[src/hdl/kbh_pkg.sv]
// shared constants for the keyboard/pointer host port
package kbh_pkg;
  // host i/o port addresses
  localparam logic [8:0] PORT_CFG_INDEX = 9'h15C;
  localparam logic [8:0] PORT_CFG_DATA  = 9'h15D;
  localparam logic [8:0] PORT_DATA      = 9'h060;
  localparam logic [8:0] PORT_STATUS    = 9'h064;
  // configuration register indices
  localparam logic [7:0] IDX_LDN       = 8'h07;
  localparam logic [7:0] IDX_ACTIVATE  = 8'h30;
  localparam logic [7:0] IDX_RANGE     = 8'h31;
  localparam logic [7:0] IDX_BASE_HI   = 8'h60;
  localparam logic [7:0] IDX_BASE_LO   = 8'h61;
  localparam logic [7:0] IDX_CBASE_HI  = 8'h62;
  localparam logic [7:0] IDX_CBASE_LO  = 8'h63;
  localparam logic [7:0] IDX_IRQ_SEL   = 8'h70;
  localparam logic [7:0] IDX_IRQ_TYPE  = 8'h71;
  localparam logic [7:0] IDX_DMA_SEL   = 8'h74;
  localparam logic [7:0] IDX_DMA_RPT   = 8'h75;
  localparam logic [7:0] IDX_CFG_DATA  = 8'hF0;
  localparam logic [7:0] LDN_KBD       = 8'h00;
  localparam logic [7:0] LDN_PTR       = 8'h01;
  localparam logic [7:0] ACTIVATE_ON   = 8'h01;
  // configuration reset values, keyboard / pointer
  localparam logic [7:0] RST_ACT_KBD   = 8'h01;
  localparam logic [7:0] RST_ACT_PTR   = 8'h00;
  localparam logic [7:0] RST_RANGE     = 8'h00;
  localparam logic [7:0] RST_BASE_HI   = 8'h02;
  localparam logic [7:0] RST_BASE_LO   = 8'h78;
  localparam logic [7:0] RST_CBASE     = 8'h00;
  localparam logic [7:0] RST_IRQS_KBD  = 8'h01;
  localparam logic [7:0] RST_IRQS_PTR  = 8'h0C;
  localparam logic [7:0] RST_IRQ_TYPE  = 8'h01;
  localparam logic [7:0] RST_DMA       = 8'h04;
  localparam logic [7:0] RST_CFG_DATA  = 8'h00;
  // controller commands
  localparam logic [7:0] CMD_READ_CB   = 8'h20;
  localparam logic [7:0] CMD_WRITE_CB  = 8'h60;
  // command byte layout
  localparam int         CB_CONVERT    = 6;
  localparam int         CB_PTR_OFF    = 5;
  localparam int         CB_KBD_OFF    = 4;
  localparam int         CB_SYS_FLAG   = 2;
  localparam logic [7:0] CB_WRITE_MASK = 8'h77;
  localparam logic [7:0] RST_CMD_BYTE  = 8'h00;
  // status byte layout
  localparam int         ST_CMD_DATA   = 3;
  localparam int         ST_IBF        = 1;
  localparam int         ST_OBF        = 0;
  // legacy code conversion
  localparam logic [7:0] CODE_BREAK    = 8'hF0;
  localparam logic [7:0] CODE_REL_MASK = 8'h80;
  // host controller operations
  typedef enum logic [2:0] {
    OP_ACTIVATE  = 3'b000,
    OP_WR_CMD    = 3'b001,
    OP_WR_DATA   = 3'b010,
    OP_RD_DATA   = 3'b011,
    OP_RD_STATUS = 3'b100
  } kbh_op_t;
  // host controller register offsets
  localparam logic [1:0] HREG_CTRL     = 2'h0;
  localparam logic [1:0] HREG_OPERAND  = 2'h1;
  localparam logic [1:0] HREG_RESULT   = 2'h2;
  localparam logic [1:0] HREG_STATUS   = 2'h3;
endpackage

[src/hdl/kbh_if.sv]
// host i/o bus between cpu side and keyboard/pointer controller
`timescale 1ns/1ns
interface kbh_if;
  logic [8:0] addr;
  logic [7:0] wdata;
  logic       wr;
  logic       rd;
  logic [7:0] rdata;
  logic       keyboard_interrupt_line;
  logic       pointer_interrupt_line;
  modport dev (
    input  addr, wdata, wr, rd,
    output rdata, keyboard_interrupt_line, pointer_interrupt_line
  );
  modport host (
    output addr, wdata, wr, rd,
    input  rdata, keyboard_interrupt_line, pointer_interrupt_line
  );
endinterface

[src/hdl/kbh_device.sv]
// keyboard/pointer controller: config path, data/status ports, command byte
// What this block does
// - config registers reached through index/data ports
// - host selects logical device via index 07h
// - writing 01h to index 30h activates device
// - data port read returns output buffer byte
// - data port write loads buffer, marks data
// - data bytes go to keyboard unless parameter
// - command port write loads buffer, marks command
// - status bit 3 follows address line two
// - input full set by write, cleared on fetch
// - output full cleared by host data read
// - host checks output full before reading
// - host checks input empty before writing
// - keyboard service on keyboard interrupt line
// - command 20h returns command byte
// - command 60h stores next data byte under mask 77h (bits 7 and 3 cleared)
// - command bit 6 enables code conversion
// - command bit 5 disables pointing device
// - command bit 4 disables keyboard
// - command bit 2 is readable system flag
// - pointer service on separate interrupt line
//
// The address-and-strobe port was chosen for this implementation.
`timescale 1ns/1ns
module kbh_device (
  // clock and reset
  input  wire logic       clk_i,
  input  wire logic       rst_i,
  // host bus
  kbh_if.dev              bus,
  // keyboard receive
  input  wire logic       kbd_valid_i,
  input  wire logic [7:0] kbd_byte_i,
  output logic            kbd_ready_o,
  // pointer receive
  input  wire logic       ptr_valid_i,
  input  wire logic [7:0] ptr_byte_i,
  output logic            ptr_ready_o,
  // keyboard transmit
  output logic            kbd_tx_valid_o,
  output logic [7:0]      kbd_tx_byte_o,
  // state view
  output logic [7:0]      command_byte_o
);

  typedef struct packed {
    logic            ldn;
    logic [7:0]      idx;
    logic [1:0][7:0] act;
    logic [1:0][7:0] irqs;
    logic [1:0][7:0] irqt;
    logic [1:0][7:0] dma;
    logic [7:0]      rng;
    logic [7:0]      bah;
    logic [7:0]      bal;
    logic [7:0]      cbh;
    logic [7:0]      cbl;
    logic [7:0]      cfgd;
    logic [7:0]      cmdb;
    logic [7:0]      ibuf;
    logic            ibf;
    logic            cmdf;
    logic [7:0]      obuf;
    logic            obf;
    logic            ob_ptr;
    logic            cb_pend;
    logic            brk;
    logic            turn;
    logic [7:0]      rdata;
    logic            kbd_rdy;
    logic            ptr_rdy;
    logic            tx_vld;
    logic [7:0]      tx_byte;
    logic            irq_kbd;
    logic            irq_ptr;
  } kbh_dev_state_t;

  kbh_dev_state_t s;
  kbh_dev_state_t next_s;

  // read value of the selected configuration register
  function automatic logic [7:0] cfg_read(input kbh_dev_state_t st);
    logic k;
    k = (st.ldn == 1'b0);
    case (st.idx)
      kbh_pkg::IDX_LDN:      cfg_read = {7'h00, st.ldn};
      kbh_pkg::IDX_ACTIVATE: cfg_read = st.act[st.ldn];
      kbh_pkg::IDX_RANGE:    cfg_read = k ? st.rng : 8'h00;
      kbh_pkg::IDX_BASE_HI:  cfg_read = k ? st.bah : 8'h00;
      kbh_pkg::IDX_BASE_LO:  cfg_read = k ? st.bal : 8'h00;
      kbh_pkg::IDX_CBASE_HI: cfg_read = k ? st.cbh : 8'h00;
      kbh_pkg::IDX_CBASE_LO: cfg_read = k ? st.cbl : 8'h00;
      kbh_pkg::IDX_IRQ_SEL:  cfg_read = st.irqs[st.ldn];
      kbh_pkg::IDX_IRQ_TYPE: cfg_read = st.irqt[st.ldn];
      kbh_pkg::IDX_DMA_SEL,
      kbh_pkg::IDX_DMA_RPT:  cfg_read = st.dma[st.ldn];
      kbh_pkg::IDX_CFG_DATA: cfg_read = k ? st.cfgd : 8'h00;
      default:               cfg_read = 8'h00;
    endcase
  endfunction

  logic       wr_data;
  logic       wr_cmd;
  logic       kbd_en;
  logic       ptr_en;
  logic       kbd_take;
  logic       ptr_take;
  logic       fetch;
  logic [7:0] status;

  always_comb begin
    next_s   = s;
    wr_data  = bus.wr && (bus.addr == kbh_pkg::PORT_DATA);
    wr_cmd   = bus.wr && (bus.addr == kbh_pkg::PORT_STATUS);
    kbd_en   = s.act[0][0] && !s.cmdb[kbh_pkg::CB_KBD_OFF];
    ptr_en   = s.act[1][0] && !s.cmdb[kbh_pkg::CB_PTR_OFF];
    kbd_take = kbd_valid_i && s.kbd_rdy;
    ptr_take = ptr_valid_i && s.ptr_rdy;
    status   = 8'h00;
    status[kbh_pkg::ST_CMD_DATA] = s.cmdf;
    status[kbh_pkg::ST_IBF]      = s.ibf;
    status[kbh_pkg::ST_OBF]      = s.obf;
    // fetch stalls while a peripheral loads or a response has no room
    fetch = s.ibf && !wr_data && !wr_cmd && !kbd_take && !ptr_take &&
            !(s.cmdf && (s.ibuf == kbh_pkg::CMD_READ_CB) && s.obf);
    next_s.tx_vld = 1'b0;
    next_s.turn   = !s.turn;

    // configuration path
    if (bus.wr && (bus.addr == kbh_pkg::PORT_CFG_INDEX)) begin
      next_s.idx = bus.wdata;
    end
    if (bus.wr && (bus.addr == kbh_pkg::PORT_CFG_DATA)) begin
      case (s.idx)
        kbh_pkg::IDX_LDN:      next_s.ldn = bus.wdata[0];
        kbh_pkg::IDX_ACTIVATE: next_s.act[s.ldn] = bus.wdata;
        kbh_pkg::IDX_RANGE:    if (!s.ldn) next_s.rng = bus.wdata;
        kbh_pkg::IDX_BASE_HI:  if (!s.ldn) next_s.bah = bus.wdata;
        kbh_pkg::IDX_BASE_LO:  if (!s.ldn) next_s.bal = bus.wdata;
        kbh_pkg::IDX_CBASE_HI: if (!s.ldn) next_s.cbh = bus.wdata;
        kbh_pkg::IDX_CBASE_LO: if (!s.ldn) next_s.cbl = bus.wdata;
        kbh_pkg::IDX_IRQ_SEL:  next_s.irqs[s.ldn] = bus.wdata;
        kbh_pkg::IDX_IRQ_TYPE: next_s.irqt[s.ldn] = bus.wdata;
        kbh_pkg::IDX_DMA_SEL:  next_s.dma[s.ldn] = bus.wdata;
        kbh_pkg::IDX_CFG_DATA: if (!s.ldn) next_s.cfgd = bus.wdata;
        default:               next_s.ldn = s.ldn;
      endcase
    end

    // controller fetches the input buffer byte
    if (fetch) begin
      next_s.ibf = 1'b0;
      if (s.cmdf) begin
        case (s.ibuf)
          kbh_pkg::CMD_READ_CB: begin
            next_s.obuf   = s.cmdb;
            next_s.obf    = 1'b1;
            next_s.ob_ptr = 1'b0;
          end
          kbh_pkg::CMD_WRITE_CB: next_s.cb_pend = 1'b1;
          default:               next_s.cb_pend = 1'b0;
        endcase
      end else if (s.cb_pend) begin
        next_s.cmdb    = s.ibuf & kbh_pkg::CB_WRITE_MASK;
        next_s.cb_pend = 1'b0;
      end else begin
        next_s.tx_vld  = 1'b1;
        next_s.tx_byte = s.ibuf;
      end
    end

    // peripheral bytes into the output buffer
    if (kbd_take) begin
      if (s.cmdb[kbh_pkg::CB_CONVERT] && (kbd_byte_i == kbh_pkg::CODE_BREAK)) begin
        next_s.brk = 1'b1;
      end else begin
        next_s.obuf   = s.brk ? (kbd_byte_i | kbh_pkg::CODE_REL_MASK) : kbd_byte_i;
        next_s.brk    = 1'b0;
        next_s.obf    = 1'b1;
        next_s.ob_ptr = 1'b0;
      end
    end else if (ptr_take) begin
      next_s.obuf   = ptr_byte_i;
      next_s.obf    = 1'b1;
      next_s.ob_ptr = 1'b1;
    end

    // host port reads, answered one cycle later
    next_s.rdata = 8'h00;
    if (bus.rd) begin
      case (bus.addr)
        kbh_pkg::PORT_CFG_INDEX: next_s.rdata = s.idx;
        kbh_pkg::PORT_CFG_DATA:  next_s.rdata = cfg_read(s);
        kbh_pkg::PORT_DATA: begin
          next_s.rdata = s.obuf;
          if (!kbd_take && !ptr_take) begin
            next_s.obf = 1'b0;
          end
        end
        kbh_pkg::PORT_STATUS:    next_s.rdata = status;
        default:                 next_s.rdata = 8'h00;
      endcase
    end

    // host writes to the buffer ports; a new write wins over a fetch
    if (wr_data || wr_cmd) begin
      next_s.ibuf = bus.wdata;
      next_s.ibf  = 1'b1;
      next_s.cmdf = wr_cmd;
    end

    // one receive side offered per cycle, alternating when both are on
    next_s.kbd_rdy = !next_s.obf && kbd_en && (!s.turn || !ptr_en);
    next_s.ptr_rdy = !next_s.obf && ptr_en && (s.turn || !kbd_en);
    next_s.irq_kbd = next_s.obf && !next_s.ob_ptr && s.act[0][0];
    next_s.irq_ptr = next_s.obf && next_s.ob_ptr && s.act[1][0];
  end

  always_ff @(posedge clk_i) begin
    if (rst_i) begin
      s         <= '0;
      s.act     <= {kbh_pkg::RST_ACT_PTR, kbh_pkg::RST_ACT_KBD};
      s.irqs    <= {kbh_pkg::RST_IRQS_PTR, kbh_pkg::RST_IRQS_KBD};
      s.irqt    <= {kbh_pkg::RST_IRQ_TYPE, kbh_pkg::RST_IRQ_TYPE};
      s.dma     <= {kbh_pkg::RST_DMA, kbh_pkg::RST_DMA};
      s.rng     <= kbh_pkg::RST_RANGE;
      s.bah     <= kbh_pkg::RST_BASE_HI;
      s.bal     <= kbh_pkg::RST_BASE_LO;
      s.cbh     <= kbh_pkg::RST_CBASE;
      s.cbl     <= kbh_pkg::RST_CBASE;
      s.cfgd    <= kbh_pkg::RST_CFG_DATA;
      s.cmdb    <= kbh_pkg::RST_CMD_BYTE;
    end else begin
      s <= next_s;
    end
  end

  assign bus.rdata                   = s.rdata;
  assign bus.keyboard_interrupt_line = s.irq_kbd;
  assign bus.pointer_interrupt_line  = s.irq_ptr;
  assign kbd_ready_o                 = s.kbd_rdy;
  assign ptr_ready_o                 = s.ptr_rdy;
  assign kbd_tx_valid_o              = s.tx_vld;
  assign kbd_tx_byte_o               = s.tx_byte;
  assign command_byte_o              = s.cmdb;

endmodule

[src/flat_wrapper.sv]
// flat-port wrapper written by rule: the top's interface ports become plain ports
module kbh_device_flat 
  (clk_i, rst_i, kbd_valid_i, kbd_byte_i, kbd_ready_o, ptr_valid_i, ptr_byte_i, ptr_ready_o, kbd_tx_valid_o, kbd_tx_byte_o, command_byte_o, bus_addr, bus_wdata, bus_wr, bus_rd, bus_rdata, bus_keyboard_interrupt_line, bus_pointer_interrupt_line);
  kbh_if bus_i ();
  input  wire logic clk_i;
  input  wire logic rst_i;
  input  wire logic kbd_valid_i;
  input  wire logic [7:0] kbd_byte_i;
  output logic kbd_ready_o;
  input  wire logic ptr_valid_i;
  input  wire logic [7:0] ptr_byte_i;
  output logic ptr_ready_o;
  output logic kbd_tx_valid_o;
  output logic [7:0] kbd_tx_byte_o;
  output logic [7:0] command_byte_o;
  input wire logic [$bits(bus_i.addr)-1:0] bus_addr;
  input wire logic [$bits(bus_i.wdata)-1:0] bus_wdata;
  input wire logic [$bits(bus_i.wr)-1:0] bus_wr;
  input wire logic [$bits(bus_i.rd)-1:0] bus_rd;
  output wire logic [$bits(bus_i.rdata)-1:0] bus_rdata;
  output wire logic [$bits(bus_i.keyboard_interrupt_line)-1:0] bus_keyboard_interrupt_line;
  output wire logic [$bits(bus_i.pointer_interrupt_line)-1:0] bus_pointer_interrupt_line;
  assign bus_i.addr = bus_addr;
  assign bus_i.wdata = bus_wdata;
  assign bus_i.wr = bus_wr;
  assign bus_i.rd = bus_rd;
  assign bus_rdata = bus_i.rdata;
  assign bus_keyboard_interrupt_line = bus_i.keyboard_interrupt_line;
  assign bus_pointer_interrupt_line = bus_i.pointer_interrupt_line;
  kbh_device u_core (.clk_i(clk_i), .rst_i(rst_i), .bus(bus_i), .kbd_valid_i(kbd_valid_i), .kbd_byte_i(kbd_byte_i), .kbd_ready_o(kbd_ready_o), .ptr_valid_i(ptr_valid_i), .ptr_byte_i(ptr_byte_i), .ptr_ready_o(ptr_ready_o), .kbd_tx_valid_o(kbd_tx_valid_o), .kbd_tx_byte_o(kbd_tx_byte_o), .command_byte_o(command_byte_o));
endmodule
[config.mk]
export PLATFORM = sky130hd
export DESIGN_NAME = kbh_device_flat
export DESIGN_NICKNAME = d
export VERILOG_FILES = /design/src/hdl/kbh_pkg.sv /design/src/hdl/kbh_if.sv /design/src/hdl/kbh_device.sv /design/src/flat_wrapper.sv
export SDC_FILE = /design/constraint.sdc
export NUM_CORES = 1
export LEC_CHECK = 0
export BUFFER_PORTS_ARGS = -buffer_cell sky130_fd_sc_hd__buf_2
export CORE_MARGIN = 2
export CORE_UTILIZATION = 64
export DETAILED_ROUTE_END_ITERATION = 10
export PLACE_DENSITY = 0.85
export SYNTH_ARGS = -nofsm -noshare
export SYNTH_HDL_FRONTEND = slang
export SYNTH_SLANG_ARGS = --single-unit
[constraint.sdc]
create_clock -name clk_i -period 5.4 [get_ports clk_i]
set_input_delay 0.81 -clock clk_i [delete_from_list [all_inputs] [get_ports clk_i]]
set_output_delay 0.81 -clock clk_i [all_outputs]
set_load 0.05 [all_outputs]
* Yosys cells after proc, flatten, opt, wreduce, memory -nomap -nowiden
Index checks and enable logic that the tools add are counted.
Storage, ports and cells: output and inout port bits 29, logic and storage cells 157, register bits 171, bits of input ports 39
Operators by class: reduce and logical (&&, ||, !) cells 59, mux-type cells 38, magnitude comparators 2, eq/ne operators 20, bitwise gates (word level) 5
Operators with widths (count):
- 2-to-1 mux 8 bit | 16
- case mux 8 bit (11 select lines) | 1
- == test 8 x 7 -> 1 bit (second input constant) | 9
- bitwise mux 16 bit | 4
- 2-to-1 mux 10 bit | 5
- case mux 8 bit (4 select lines) | 1
- logical AND 1 bit | 26
- == test 8 x 6 -> 1 bit (second input constant) | 3
- AND reduction 3 bit | 8
- == test 9 x 7 -> 1 bit (second input constant) | 2
- == test 9 bit (second input constant) | 2
- == test 8 bit (second input constant) | 2
- zero test 1 bit | 12
- AND reduction 2 bit | 6
- 2-to-1 mux 11 bit | 1
- 2-to-1 mux 9 bit | 1
- demux 8 bit (select 1 bit) | 1
- == test 8 x 3 -> 1 bit (second input constant) | 1
- 2-to-1 mux 1 bit | 6
- NOT 1 bit | 5
- OR reduction 2 bit | 2
- logical OR 1 bit | 3
- OR reduction 3 bit | 1
- < comparator 1 x 2 -> 1 bit (second input constant) | 1
- 5 further kinds | 5

* Depth between registers and ports, before layout
depth in word-level cells 17, gate-level depth with buffers 8, mapped depth without buffers 5

* Worst setup path before layout
Ideal clock, no wire load.
path type input to register, start point input port bus_addr[1], end point register u_core.s[148] (netlist name), arrival time 2.460 ns, cell stages on the path 6, buffers on the path 2, setup slack 2.820 ns, setup time 0.120 ns, data required time 5.280 ns, cell sequence or3b_1 buf_2 nor4_4 buf_6 nand3_2 a211o_1
Between the ends: word-level cells in the longest chain between the ends 3
RTL lines:
- from (decl) | RTL line flat_wrapper.sv:16 | input wire logic [$bits(bus_i.addr)-1:0] bus_addr;
- == test 9 bit | RTL line kbh_device.sv:134 | if (bus.wr && (bus.addr == kbh_pkg::PORT_CFG_DATA)) begin
- logical AND 1 bit | RTL line kbh_device.sv:134
- AND reduction 2 bit (no source line)
- to (signal assigned) | RTL line kbh_device.sv:235 | s <= next_s;
- to (decl) | RTL line kbh_device.sv:79 | kbh_dev_state_t s;
Every way passes these cells. A chain may end at the register's enable or synchronous reset.

* Worst setup path after layout
start point register u_core.s[168] (netlist name), end point register u_core.s[97] (netlist name)
Between the ends: word-level cells in the longest chain between the ends 2
RTL lines:
- == test 8 x 6 -> 1 bit | RTL line kbh_device.sv:135 | case (s.idx)
- AND reduction 3 bit (no source line)
Every way passes these cells.

==> impl_results.html <==
<table>
<tr><th>Metric</th><th>Value</th></tr>
<tr><th colspan="2">Run status</th></tr>
<tr><td>Status</td><td>completed</td></tr>
<tr><th colspan="2">Synth</th></tr>
<tr><td>Top cells by area, synth</td><td>dfxtp_1, mux2i_1, nor2_1</td></tr>
<tr><td>Share of flip-flops with an asynchronous set or reset after synthesis</td><td>0%</td></tr>
<tr><td>Number of enable-type register cells in the synthesized netlist</td><td>0</td></tr>
<tr><td>Biggest area consumer among synthesized cells</td><td>dfxtp_1</td></tr>
<tr><td>Post-Synthesis Cell Area</td><td>8070 um2</td></tr>
<tr><td>Main synth FF type</td><td>dfxtp_1</td></tr>
<tr><td>Area share of the largest cell type after synthesis</td><td>42.4%</td></tr>
<tr><td>Proportion of synthesized chip area in sequential cells</td><td>42.4%</td></tr>
<tr><td>Seq cells post-synth</td><td>171</td></tr>
<tr><td>Post-Syn Instances</td><td>864</td></tr>
<tr><td>Synth warnings</td><td>0</td></tr>
<tr><td>Mean cell area of the mapped netlist</td><td>9.33 um2</td></tr>
<tr><td>Synth unique cells</td><td>70</td></tr>
<tr><th colspan="2">Detailed routing</th></tr>
<tr><td>Number of vias per cell</td><td>6.26</td></tr>
<tr><td>Vias post-DR</td><td>6,543</td></tr>
<tr><td>1st-pass router iterations</td><td>5</td></tr>
<tr><td>Total wire length after detailed routing</td><td>20,400 um</td></tr>
<tr><td>Detail-routed net length per standard cell</td><td>19.5 um</td></tr>
<tr><td>Initial DRC Count</td><td>754</td></tr>
<tr><td>Post-route ant nets</td><td>0</td></tr>
<tr><td>DRC viols</td><td>0</td></tr>
<tr><th colspan="2">Critical path</th></tr>
<tr><td>Critical path class</td><td>flip-flop to flip-flop</td></tr>
<tr><td>First element of the critical path</td><td>u_core.s[168]</td></tr>
<tr><td>Critical path capture point type</td><td>flip-flop</td></tr>
<tr><td>Kind of start point of the critical path</td><td>flip-flop</td></tr>
<tr><td>Critical Path RT</td><td>5700 ps</td></tr>
<tr><td>Worst reg2reg path startpoint</td><td>u_core.s[168]</td></tr>
<tr><td>Worst-path maximum fanout</td><td>23</td></tr>
<tr><td>FF-to-FF End</td><td>u_core.s[97]</td></tr>
<tr><td>Last element of the critical path</td><td>u_core.s[97]</td></tr>
<tr><td>Flop2flop setup slack</td><td>2340 ps</td></tr>
<tr><td>FF-to-FF path depth</td><td>5</td></tr>
<tr><td>Arrival time reported for the critical path endpoint</td><td>3360 ps</td></tr>
<tr><th colspan="2">Cells and area</th></tr>
<tr><td>Share of cells above drive strength 1</td><td>15.9%</td></tr>
<tr><td>Share of the core filled with cells in the final layout</td><td>70.8%</td></tr>
<tr><td>Post-layout net count</td><td>900</td></tr>
<tr><td>Layout Cell Area excl Fill</td><td>8830 um2</td></tr>
<tr><td>Ant. Diodes</td><td>0</td></tr>
<tr><td>Area growth, synth to finish</td><td>9.49%</td></tr>
<tr><th colspan="2">Pwr</th></tr>
<tr><td>Power density relative to cell area</td><td>308 nW/um2</td></tr>
<tr><td>Peak supply drop</td><td>0.281 mV</td></tr>
<tr><td>Total power</td><td>0.00272 W</td></tr>
<tr><td>Static leakage power</td><td>3.81 nW</td></tr>
<tr><th colspan="2">CTS</th></tr>
<tr><td>Post-CTS sizing</td><td>0</td></tr>
<tr><td>Cts hold-fix bufs</td><td>0</td></tr>
<tr><td>Worst-Skew Late Latency</td><td>440 ps</td></tr>
<tr><td>Clock root buffer master</td><td>clkbuf_16</td></tr>
<tr><td>Number of setup buffers added after CTS</td><td>0</td></tr>
<tr><td>Clock sinks</td><td>171</td></tr>
<tr><td>Buffer levels on the longest clock path</td><td>2</td></tr>
<tr><td>Number of levels the H-tree was split into</td><td>4</td></tr>
<tr><td>Clock tree from TritonCTS</td><td>done</td></tr>
<tr><td>Clock-pin slew of the registers on the worst-case setup and hold paths</td><td>70 ps</td></tr>
<tr><td>Number of buffers added by the clock tree synthesis step</td><td>17</td></tr>
<tr><th colspan="2">STA</th></tr>
<tr><td>Sum of negative setup slack</td><td>0 ps</td></tr>
<tr><td>Crit path time final</td><td>3060 ps</td></tr>
<tr><td>Fmax</td><td>327 MHz</td></tr>
<tr><td>Final hold slack</td><td>451 ps</td></tr>
<tr><td>Worst clock skew</td><td>8.99 ps</td></tr>
<tr><td>Unrepaired setup endpoints after global routing</td><td>no</td></tr>
<tr><td>Tightest Pin Transition</td><td>1190 ps</td></tr>
<tr><td>Worst slew slack as a fraction of its limit</td><td>20.3%</td></tr>
<tr><td>Number of hold violations in the final report</td><td>0</td></tr>
<tr><td>Final-report max-slew violation count</td><td>0</td></tr>
<tr><td>Final count of negative-setup-slack endpoints</td><td>0</td></tr>
<tr><td>Share of the cycle needed by the critical path after routing</td><td>56.6%</td></tr>
<tr><th colspan="2">Floorplan</th></tr>
<tr><td>Chip Width</td><td>116 um</td></tr>
<tr><td>Core footprint</td><td>12,500 um2</td></tr>
<tr><td>Site row count</td><td>41</td></tr>
<tr><td>Initial Util</td><td>64.7%</td></tr>
<tr><td>Ports placed on the boundary</td><td>68</td></tr>
<tr><td>Chip Height</td><td>116 um</td></tr>
<tr><td>Die Area</td><td>13,500 um2</td></tr>
<tr><th colspan="2">Placement</th></tr>
<tr><td>Final RePlAce weighted congestion</td><td>0.919</td></tr>
<tr><td>Post-placement cell area</td><td>8180 um2</td></tr>
<tr><td>IO buf count</td><td>65</td></tr>
<tr><td>Half-perimeter wire length after placement</td><td>13,000 um</td></tr>
<tr><th colspan="2">Global route</th></tr>
<tr><td>Vias in the first global route</td><td>6,202</td></tr>
<tr><td>Wire length of the first global-routing pass</td><td>32,600 um</td></tr>
<tr><td>Tot GR Track Use</td><td>31.6%</td></tr>
<tr><td>Number of antenna violations at the first check in global routing</td><td>0</td></tr>
<tr><td>Pin count of the biggest net entering global routing</td><td>98</td></tr>
<tr><td>Total congestion overflow after global routing</td><td>0</td></tr>
<tr><th colspan="2">Run</th></tr>
<tr><td># Max-Cap Violations</td><td>0</td></tr>
<tr><th colspan="2">Min path</th></tr>
<tr><td>Worst hold-check path type</td><td>flip-flop to flip-flop</td></tr>
</table>
==> power by group <==
part / total [W] / switching [W] / internal (W)
Combinational: 0.0000968 / 0.0000714 / 0.0000254
Sequential: 0.00127 / 0.00000538 / 0.00127
Clock: 0.00135 / 0.000524 / 0.000824
==> synthesized netlist by cell type, drive strengths merged, types with 5 or more instances <==
master,count
dfxtp,171
mux2i,156
nor2,147
clkbuf,53
buf,42
nand2,31
a21oi,25
nand3,22
o22ai,21
a22oi,19
nor3,19
nand4,13
inv,12
o21ai,12
nor3b,9
a211o,8
a211oi,8
mux2,8
nor4,7
and3,6
nand2b,5
nor4b,5
==> metal layers <==
metal	part of all wire [%]	track usage, %	vias up	wire length [um]
li1	-	-	3066	-
met1	42	41.0	3109	8650
met2	46	49.8	303	9420
met3	7.3	7.16	65	1490
met4	4.1	16.0	0	828
met5	0	0	-	0
==> registers in the layout (all words and copies together) (netlist names) <==
name                                cells
u_core.bus.keyboard_interrupt_line      1
u_core.bus.rdata                        8
u_core.command_byte_o                   6
u_core.s                              144
u_core.kbd_ready_o                      1
u_core.kbd_tx_valid_o                   1
u_core.ptr_ready_o                      1
u_core.bus.pointer_interrupt_line       1
u_core.kbd_tx_byte_o                    8
==> kinds of logic after synthesis <==
logic type	synth area share, %
AOI/OAI and AO/OA	10.7
and+or+nand+nor	19.4
other	0.0465
DFF	42.4
muxes	20.8
buffers and inverters	6.61
==> through the flow <==
step / worst slack [ps] / std cells
after floorplan: 2820 / 865
after global placement: 2210 / 1014
after detailed placement: 2170 / 1014
after CTS: 2430 / 1046
after global routing: 2150 / 1046
final: 2340 / 1046
==> area by class of cell <==
cell class / count / area, um2
inverter: 12 / 45.0
tap: 172 / 215
timing repair buffer: 72 / 380
clock inverter: 14 / 218
multi-input combinational: 587 / 4120
clock buffer: 18 / 429
fill: 953 / 3630
sequential: 171 / 3420
==> layout by cell type (no fill, tap or decap), types with 5 or more instances in the layout <==
| master | n |
|---|---|
| a21oi_1 | 25 |
| buf_4 | 8 |
| a211oi_1 | 8 |
| mux2_2 | 8 |
| nor3_1 | 19 |
| clkbuf_16 | 17 |
| inv_1 | 12 |
| a22oi_1 | 19 |
| nand2_1 | 31 |
| buf_2 | 64 |
| nand2b_1 | 5 |
| nor2_1 | 145 |
| bufinv_16 | 5 |
| dfxtp_1 | 170 |
| o22ai_1 | 21 |
| nand4_2 | 8 |
| and3_1 | 6 |
| o21ai_0 | 11 |
| nand3_1 | 21 |
| a211o_1 | 8 |
| mux2i_1 | 156 |
| nor3b_1 | 9 |
==> worst min-delay path by stage <==
stage / from / endpoint / slack (ps) / cells after the start
floorplan: u_core.s[21] / u_core.s[21] / 410 / 1
global route: u_core.s[21] / u_core.s[21] / 480 / 1
CTS: u_core.s[21] / u_core.s[21] / 450 / 1
detailed placement: u_core.s[21] / u_core.s[21] / 430 / 1
global placement: u_core.s[21] / u_core.s[21] / 420 / 1
finish: u_core.s[21] / u_core.s[21] / 450 / 1
==> worst max-delay path, cell delays in order, from the launching register on <==
cell and delay (ps):
dfxtp_1 820, nand4bb_1 770, nor2_1 540, nand4_2 410, mux2i_1 310, nor2_1 60
(Power assumes the default switching activity.)
